### src/logic/bar_gauge_regs.vh
`ifndef BAR_GAUGE_REGS_VH
`define BAR_GAUGE_REGS_VH

`define CLK_HZ            10000000
`define DISPLAY_REQUEST_INPUT_TIME_MS      4000
`define DISPLAY_REQUEST_INPUT_CYCLES       ((`CLK_HZ / 1000) * `DISPLAY_REQUEST_INPUT_TIME_MS)
`define BLINK_TIME_MS     250
`define BLINK_CYCLES      ((`CLK_HZ / 1000) * `BLINK_TIME_MS)

`define WB_ADR_CTRL       8'h00
`define WB_ADR_SOC        8'h04
`define WB_ADR_CAP        8'h08
`define WB_ADR_STAT       8'h0C

`define CTRL_ABS_BIT      0
`define CTRL_CNT_LSB      1
`define CTRL_EOD_BIT      3
`define CTRL_RESET        4'h0

`define SEG_CNT_FIVE      2'h0
`define SEG_CNT_FOUR      2'h1
`define SEG_CNT_THREE     2'h2

`endif

### src/logic/led_bar_gauge_display.v
// Chosen here: register access over Wishbone and the register addresses.
`include "bar_gauge_regs.vh"
`default_nettype none

module led_bar_gauge_display #(
  parameter [31:0] DISPLAY_REQUEST_INPUT_CYCLES  = `DISPLAY_REQUEST_INPUT_CYCLES,
  parameter [31:0] BLINK_CYCLES = `BLINK_CYCLES
) (
  input  wire        SYS_CLK,
  input  wire        RST,
  input  wire        CE,
  input  wire        WB_CYC_I,
  input  wire        WB_STB_I,
  input  wire        WB_WE_I,
  input  wire [7:0]  WB_ADR_I,
  input  wire [3:0]  WB_SEL_I,
  input  wire [31:0] WB_DAT_I,
  output reg  [31:0] WB_DAT_O,
  output reg         WB_ACK_O,
  input  wire        DISPLAY_REQUEST_INPUT,
  output reg         BAR_SEGMENT_ONE,
  output reg         BAR_SEGMENT_TWO,
  output reg         BAR_SEGMENT_THREE,
  output reg         BAR_SEGMENT_FOUR,
  output reg         BAR_SEGMENT_FIVE
);

  ////////////////////////////////////////////////////////////////////////////
  // Register file.

  reg  [3:0]  ctrl_q;
  reg  [6:0]  rel_soc_q;
  reg  [6:0]  abs_soc_q;
  reg  [15:0] rem_cap_q;
  reg  [15:0] alarm_cap_q;
  reg         req_meta_q;
  reg         req_sync_q;
  reg         req_prev_q;
  reg  [31:0] timer_q;
  reg  [31:0] blink_cnt_q;
  reg         blink_q;
  reg  [31:0] rd_d;

  wire        wb_req   = WB_CYC_I & WB_STB_I & ~WB_ACK_O;
  wire        wb_wr    = wb_req & WB_WE_I;
  wire        running  = (timer_q != 32'h0000_0000);
  wire        abs_mode = ctrl_q[`CTRL_ABS_BIT];
  wire [1:0]  seg_cnt  = ctrl_q[`CTRL_CNT_LSB+1:`CTRL_CNT_LSB];
  wire        end_dsg  = ctrl_q[`CTRL_EOD_BIT];
  wire        fall     = req_prev_q & ~req_sync_q;
  wire        low_cap  = rem_cap_q < alarm_cap_q;

  // Merges write data into a register under the byte enables.
  function [31:0] merge;
    input [31:0] old;
    input [31:0] nw;
    input [3:0]  sel;
    integer i;
    begin
      merge = old;
      for (i = 0; i < 4; i = i + 1) begin
        if (sel[i]) begin
          merge[i*8 +: 8] = nw[i*8 +: 8];
        end
      end
    end
  endfunction

  // Number of lit segments for a charge level and segment option.
  function [2:0] lit_count;
    input [6:0] soc;
    input [1:0] cnt;
    begin
      case (cnt)
        `SEG_CNT_FOUR: begin
          if (soc >= 7'd75) lit_count = 3'd4;
          else if (soc >= 7'd50) lit_count = 3'd3;
          else if (soc >= 7'd25) lit_count = 3'd2;
          else lit_count = 3'd1;
        end
        `SEG_CNT_THREE: begin
          if (soc >= 7'd67) lit_count = 3'd3;
          else if (soc >= 7'd34) lit_count = 3'd2;
          else lit_count = 3'd1;
        end
        default: begin
          if (soc >= 7'd80) lit_count = 3'd5;
          else if (soc >= 7'd60) lit_count = 3'd4;
          else if (soc >= 7'd40) lit_count = 3'd3;
          else if (soc >= 7'd20) lit_count = 3'd2;
          else lit_count = 3'd1;
        end
      endcase
    end
  endfunction

  // Control word after a write, cut back to the four implemented bits.
  wire [31:0] ctrl_wr  = merge({28'h0000000, ctrl_q}, WB_DAT_I, WB_SEL_I);

  always @* begin
    case (WB_ADR_I)
      `WB_ADR_CTRL: rd_d = {28'h0000000, ctrl_q};
      `WB_ADR_SOC:  rd_d = {9'h000, abs_soc_q, 9'h000, rel_soc_q};
      `WB_ADR_CAP:  rd_d = {alarm_cap_q, rem_cap_q};
      `WB_ADR_STAT: rd_d = {29'h00000000, low_cap, blink_q, running};
      default:      rd_d = 32'h0000_0000;
    endcase
  end

  always @(posedge SYS_CLK) begin
    if (RST) begin
      WB_ACK_O    <= 1'b0;
      WB_DAT_O    <= 32'h0000_0000;
      ctrl_q      <= `CTRL_RESET;
      rel_soc_q   <= 7'h00;
      abs_soc_q   <= 7'h00;
      rem_cap_q   <= 16'h0000;
      alarm_cap_q <= 16'h0000;
    end else if (CE) begin
      WB_ACK_O <= wb_req;
      WB_DAT_O <= wb_req ? rd_d : WB_DAT_O;
      if (wb_wr) begin
        case (WB_ADR_I)
          `WB_ADR_CTRL: begin
            ctrl_q <= ctrl_wr[3:0];
          end
          `WB_ADR_SOC: begin
            if (WB_SEL_I[0]) rel_soc_q <= WB_DAT_I[6:0];
            if (WB_SEL_I[2]) abs_soc_q <= WB_DAT_I[22:16];
          end
          `WB_ADR_CAP: begin
            {alarm_cap_q, rem_cap_q} <=
              merge({alarm_cap_q, rem_cap_q}, WB_DAT_I, WB_SEL_I);
          end
          default: begin
          end
        endcase
      end
    end
  end

  ////////////////////////////////////////////////////////////////////////////
  // Request edge detection and display timer.

  always @(posedge SYS_CLK) begin
    if (RST) begin
      req_meta_q <= 1'b1;
      req_sync_q <= 1'b1;
      req_prev_q <= 1'b1;
      timer_q    <= 32'h0000_0000;
    end else if (CE) begin
      req_meta_q <= DISPLAY_REQUEST_INPUT;
      req_sync_q <= req_meta_q;
      req_prev_q <= req_sync_q;
      if (running) begin
        timer_q <= timer_q - 32'h0000_0001;
      end else if (fall) begin
        timer_q <= DISPLAY_REQUEST_INPUT_CYCLES;
      end
    end
  end

  ////////////////////////////////////////////////////////////////////////////
  // Blink and segment drive.

  reg [2:0] lit;
  reg [4:0] seg_d;

  always @* begin
    lit = lit_count(abs_mode ? abs_soc_q : rel_soc_q, seg_cnt);
    seg_d = 5'h00;
    if (running && !end_dsg && !(low_cap && blink_q)) begin
      seg_d = (5'h01 << lit) - 5'h01;
    end
  end

  always @(posedge SYS_CLK) begin
    if (RST) begin
      blink_cnt_q       <= 32'h0000_0000;
      blink_q           <= 1'b0;
      BAR_SEGMENT_ONE   <= 1'b0;
      BAR_SEGMENT_TWO   <= 1'b0;
      BAR_SEGMENT_THREE <= 1'b0;
      BAR_SEGMENT_FOUR  <= 1'b0;
      BAR_SEGMENT_FIVE  <= 1'b0;
    end else if (CE) begin
      if (!running || blink_cnt_q >= BLINK_CYCLES - 32'h0000_0001) begin
        blink_cnt_q <= 32'h0000_0000;
        blink_q     <= running ? ~blink_q : 1'b0;
      end else begin
        blink_cnt_q <= blink_cnt_q + 32'h0000_0001;
      end
      BAR_SEGMENT_ONE   <= seg_d[0];
      BAR_SEGMENT_TWO   <= seg_d[1];
      BAR_SEGMENT_THREE <= seg_d[2];
      BAR_SEGMENT_FOUR  <= seg_d[3];
      BAR_SEGMENT_FIVE  <= seg_d[4];
    end
  end

endmodule

`default_nettype wire

### config.mk
export PLATFORM = sky130hd
export DESIGN_NAME = led_bar_gauge_display
export DESIGN_NICKNAME = d
export VERILOG_FILES = /design/src/logic/led_bar_gauge_display.v
export VERILOG_INCLUDE_DIRS = /design/src /design/src/logic
export SDC_FILE = /design/constraint.sdc
export NUM_CORES = 1
export LEC_CHECK = 0
export BUFFER_PORTS_ARGS = -buffer_cell sky130_fd_sc_hd__buf_2
export CAP_MARGIN = 20
export CORE_MARGIN = 4
export CORE_UTILIZATION = 25
export CTS_BUF_LIST = sky130_fd_sc_hd__clkbuf_8 sky130_fd_sc_hd__clkbuf_16
export DETAILED_ROUTE_END_ITERATION = 6
export PLACE_DENSITY = 0.37
export SETUP_SLACK_MARGIN = 0.1
export SYNTH_ARGS = -nofsm -noshare
export SYNTH_HDL_FRONTEND = slang
export SYNTH_SLANG_ARGS = --single-unit
### constraint.sdc
create_clock -name SYS_CLK -period 4 [get_ports SYS_CLK]
set_input_delay 0.4 -clock SYS_CLK [delete_from_list [all_inputs] [get_ports SYS_CLK]]
set_output_delay 0.4 -clock SYS_CLK [all_outputs]
set_load 0.02 [all_outputs]
==> results.cfg <==
[flow_run]
cap_violations = 0

[clock_tree]
clock-sinks = 156
numCtsBuffers = 17
h-tree-depth = 4
path_clk_slew_ns = 0.06
ctsHoldBuffers = 0
root_buffer = clkbuf_16
post_cts_buffers = 0
cts.repair.resized = 0
cts_tree = yes
cts_buffer_depth = 2
clock_latency_ns = 0.43

[setup_path]
regToRegSetupSlack_ns = 0.57
path_max_fanout = 20
r2r_start = timer_q[10]
endpoint_kind = register
criticalPathCategory = register to register
required_ns = 4.29
rr_worst_depth = 7
critPathArrivalTime_ns = 3.72
cp-start-kind = register
rr_endpoint = timer_q[16]

[detailed_routing]
wl_mm = 20.5
drt-initial-drc-count = 261
drt-met1-wl_mm = 10.3
dr_total_vias = 6105
met2_length_mm = 9.18
met3_length_um = 855
final_antenna_net_count = 0
drc_errors = 0
vias_per_cell = 4.62
routed.top_layer = met5
post_drt_wl_per_cell_um = 15.5
dr.pass1.iters = 4

[logic_synthesis]
synth_area_leaders = dfxtp_1, mux2i_1, nor2_1, xor2_1, ha_1
synth_xor_area_share_pct = 6.44
syn-num-nets = 913
synth_edf_count = 0
ys_warn_count = 0
synth-simple-area-share_pct = 23.7
synth_async_sr_flop_share_pct = 0
syn_inst = 841
avgSynthCellArea_sq_um = 8.74
synth_compound_area_share_pct = 11.4
yosysTopAreaCell = dfxtp_1
ys.flop_type = dfxtp_1
synthMuxAreaShare_pct = 8.85
syn_area_sq_um = 7350
ys_types = 61
synth_top_area_share_pct = 42.5
synth_fa_ha_area_share_pct = 3.58
synth_top_family_by_area = simple AND/OR/NAND/NOR gates
ys_seq_elements = 156
yosysSeqAreaShare_pct = 42.5

[timing]
rsz0062_at_grt = no
finalMaxSlewViolations = 0
worst_slew_pin_slew_ns = 0.970
layout_min_cycle_time_ns = 3.43
tns_ns = 0
finalClockSkew_ns = 0.00736
finalSetupViolCount = 0
post-route-period-util_pct = 85.8
fmax_ghz = 0.292
slew_headroom_pct = 35.3
hold_violations = 0

[cells_and_area]
syn_to_final_growth_pct = 20.6
diodes = 0
layout.nets = 996
design_area_sq_um = 8860
final_common_cell = dfxtp_1
final_util_pct = 30.7
layout.cells.most_common_list = dfxtp_1, nor2_1, buf_2, mux2i_1, nand2_1
final_layout_size_suffix_gt1_share_pct = 16.3
fin_cells = 1321

[min_path]
worstHoldStart = DISPLAY_REQUEST_INPUT
hold_path_depth = 2
hp-class = primary input to register
holdPathEnd = req_meta_q

[floorplan]
io_pins = 89
initial_core_util_pct = 25.5
rows = 62
core-area_sq_um = 28900
die-height_um = 179
die_area_sq_um = 32200
die_width_um = 179

[placed_design]
dp.cells = 1289
gp_congestion = 0.737
dp_hpwl_mm = 14.8
port_buffers = 88
placed_area_sq_um = 8240

[power_and_ir_drop]
powerDensity_nw_per_um2 = 540
ir_drop_mv = 0.287
leakagePower_nw = 3.55
total_power_mw = 4.79

[grt]
grt_overflow = 0
antenna_found_initial = 3
grt_pass1_vias = 6147
grt_use_total_pct = 12.8
grt_pass1_wl_mm = 33.8
grt_max_degree = 87

[run_status]
status = complete, no violations
final cells by class:
cell class,instances,area [sq um]
clock inverters,13,174
multi-input cells,621,3980
repair buffers,105,567
well taps,384,480
inverters,23,86.3
flip-flops and latches,156,3120
clock buffers,19,453
fillers,3148,20000
worst max-delay path by stage:
stage	from	to	slack [ns]	cells past startpoint
2_1_floorplan	timer_q[10]	timer_q[26]	1.03	7
3_3_place_gp	timer_q[10]	timer_q[16]	0.59	7
3_5_place_dp	timer_q[10]	timer_q[8]	0.54	7
4_1_cts	timer_q[10]	timer_q[16]	0.54	7
5_1_grt	ctrl_q[0]	BAR_SEGMENT_FIVE	0.43	9
6_report	timer_q[10]	timer_q[16]	0.57	7
power by group:
| part | switching, mW | internal [mW] |
|---|---|---|
| registers | 0.133 | 1.69 |
| clock network | 0.666 | 1.07 |
| logic | 0.710 | 0.513 |
sequential cells by signal (all words and copies together) (netlist names):
name               count
ctrl_q                 4
req_sync_q             1
req_meta_q             1
BAR_SEGMENT_THREE      1
rem_cap_q             16
rel_soc_q              7
WB_DAT_O              32
blink_cnt_q           32
WB_ACK_O               1
BAR_SEGMENT_TWO        1
BAR_SEGMENT_FIVE       1
abs_soc_q              7
BAR_SEGMENT_FOUR       1
timer_q               32
BAR_SEGMENT_ONE        1
blink_q                1
alarm_cap_q           16
req_prev_q             1
cells in the mapped netlist (3+ instances only):
cell	n
nand3b_1	3
a22o_1	14
a22oi_1	16
nor4_1	21
inv_1	23
mux2_2	4
a211o_1	5
or4_4	3
nand2b_1	8
nand2_1	51
nor3b_1	7
xor2_1	31
dfxtp_1	156
nand4_1	18
o21a_1	3
or3_1	11
o21ai_0	12
a211oi_1	3
nor2_1	143
nand3_1	41
clkbuf_1	36
xnor2_1	23
a21oi_1	46
and2_1	6
and4_1	4
and3_1	10
mux2i_1	56
nor2b_1	4
nor3_1	15
ha_1	21
a31oi_1	6
routing by layer:
layer  global-route usage, %  vias to the layer above
li1                        -                     3136
met3                    3.64                       20
met2                    20.4                       96
met5                       0                        -
met1                    17.1                     2847
met4                    3.20                        6
kinds of logic after synthesis:
| kind of cell | count (synthesis) |
|---|---|
| AOI/OAI and AO/OA | 126 |
| xor gates and xnor gates | 54 |
| adders and majority gates | 21 |
| buffers and inverters | 64 |
| DFF | 156 |
| muxes | 62 |
| and+or+nand+nor | 358 |
worst max-delay path, stage by stage, from the launching register on:
cell	delay [ns]
dfxtp_1	0.35
or4_4	0.55
or4_4	0.45
or4_4	0.57
or2_1	0.35
or3_1	0.50
nand2b_2	0.44
nor2_1	0.10
stage by stage:
stage,setup slack [ns],hold slack (ns)
2_1_floorplan,1.03,0.431
3_3_place_gp,0.589,0.439
3_5_place_dp,0.542,0.441
4_1_cts,0.543,0.157
5_1_grt,0.434,0.171
6_report,0.570,0.182
(Power assumes the default switching activity.)
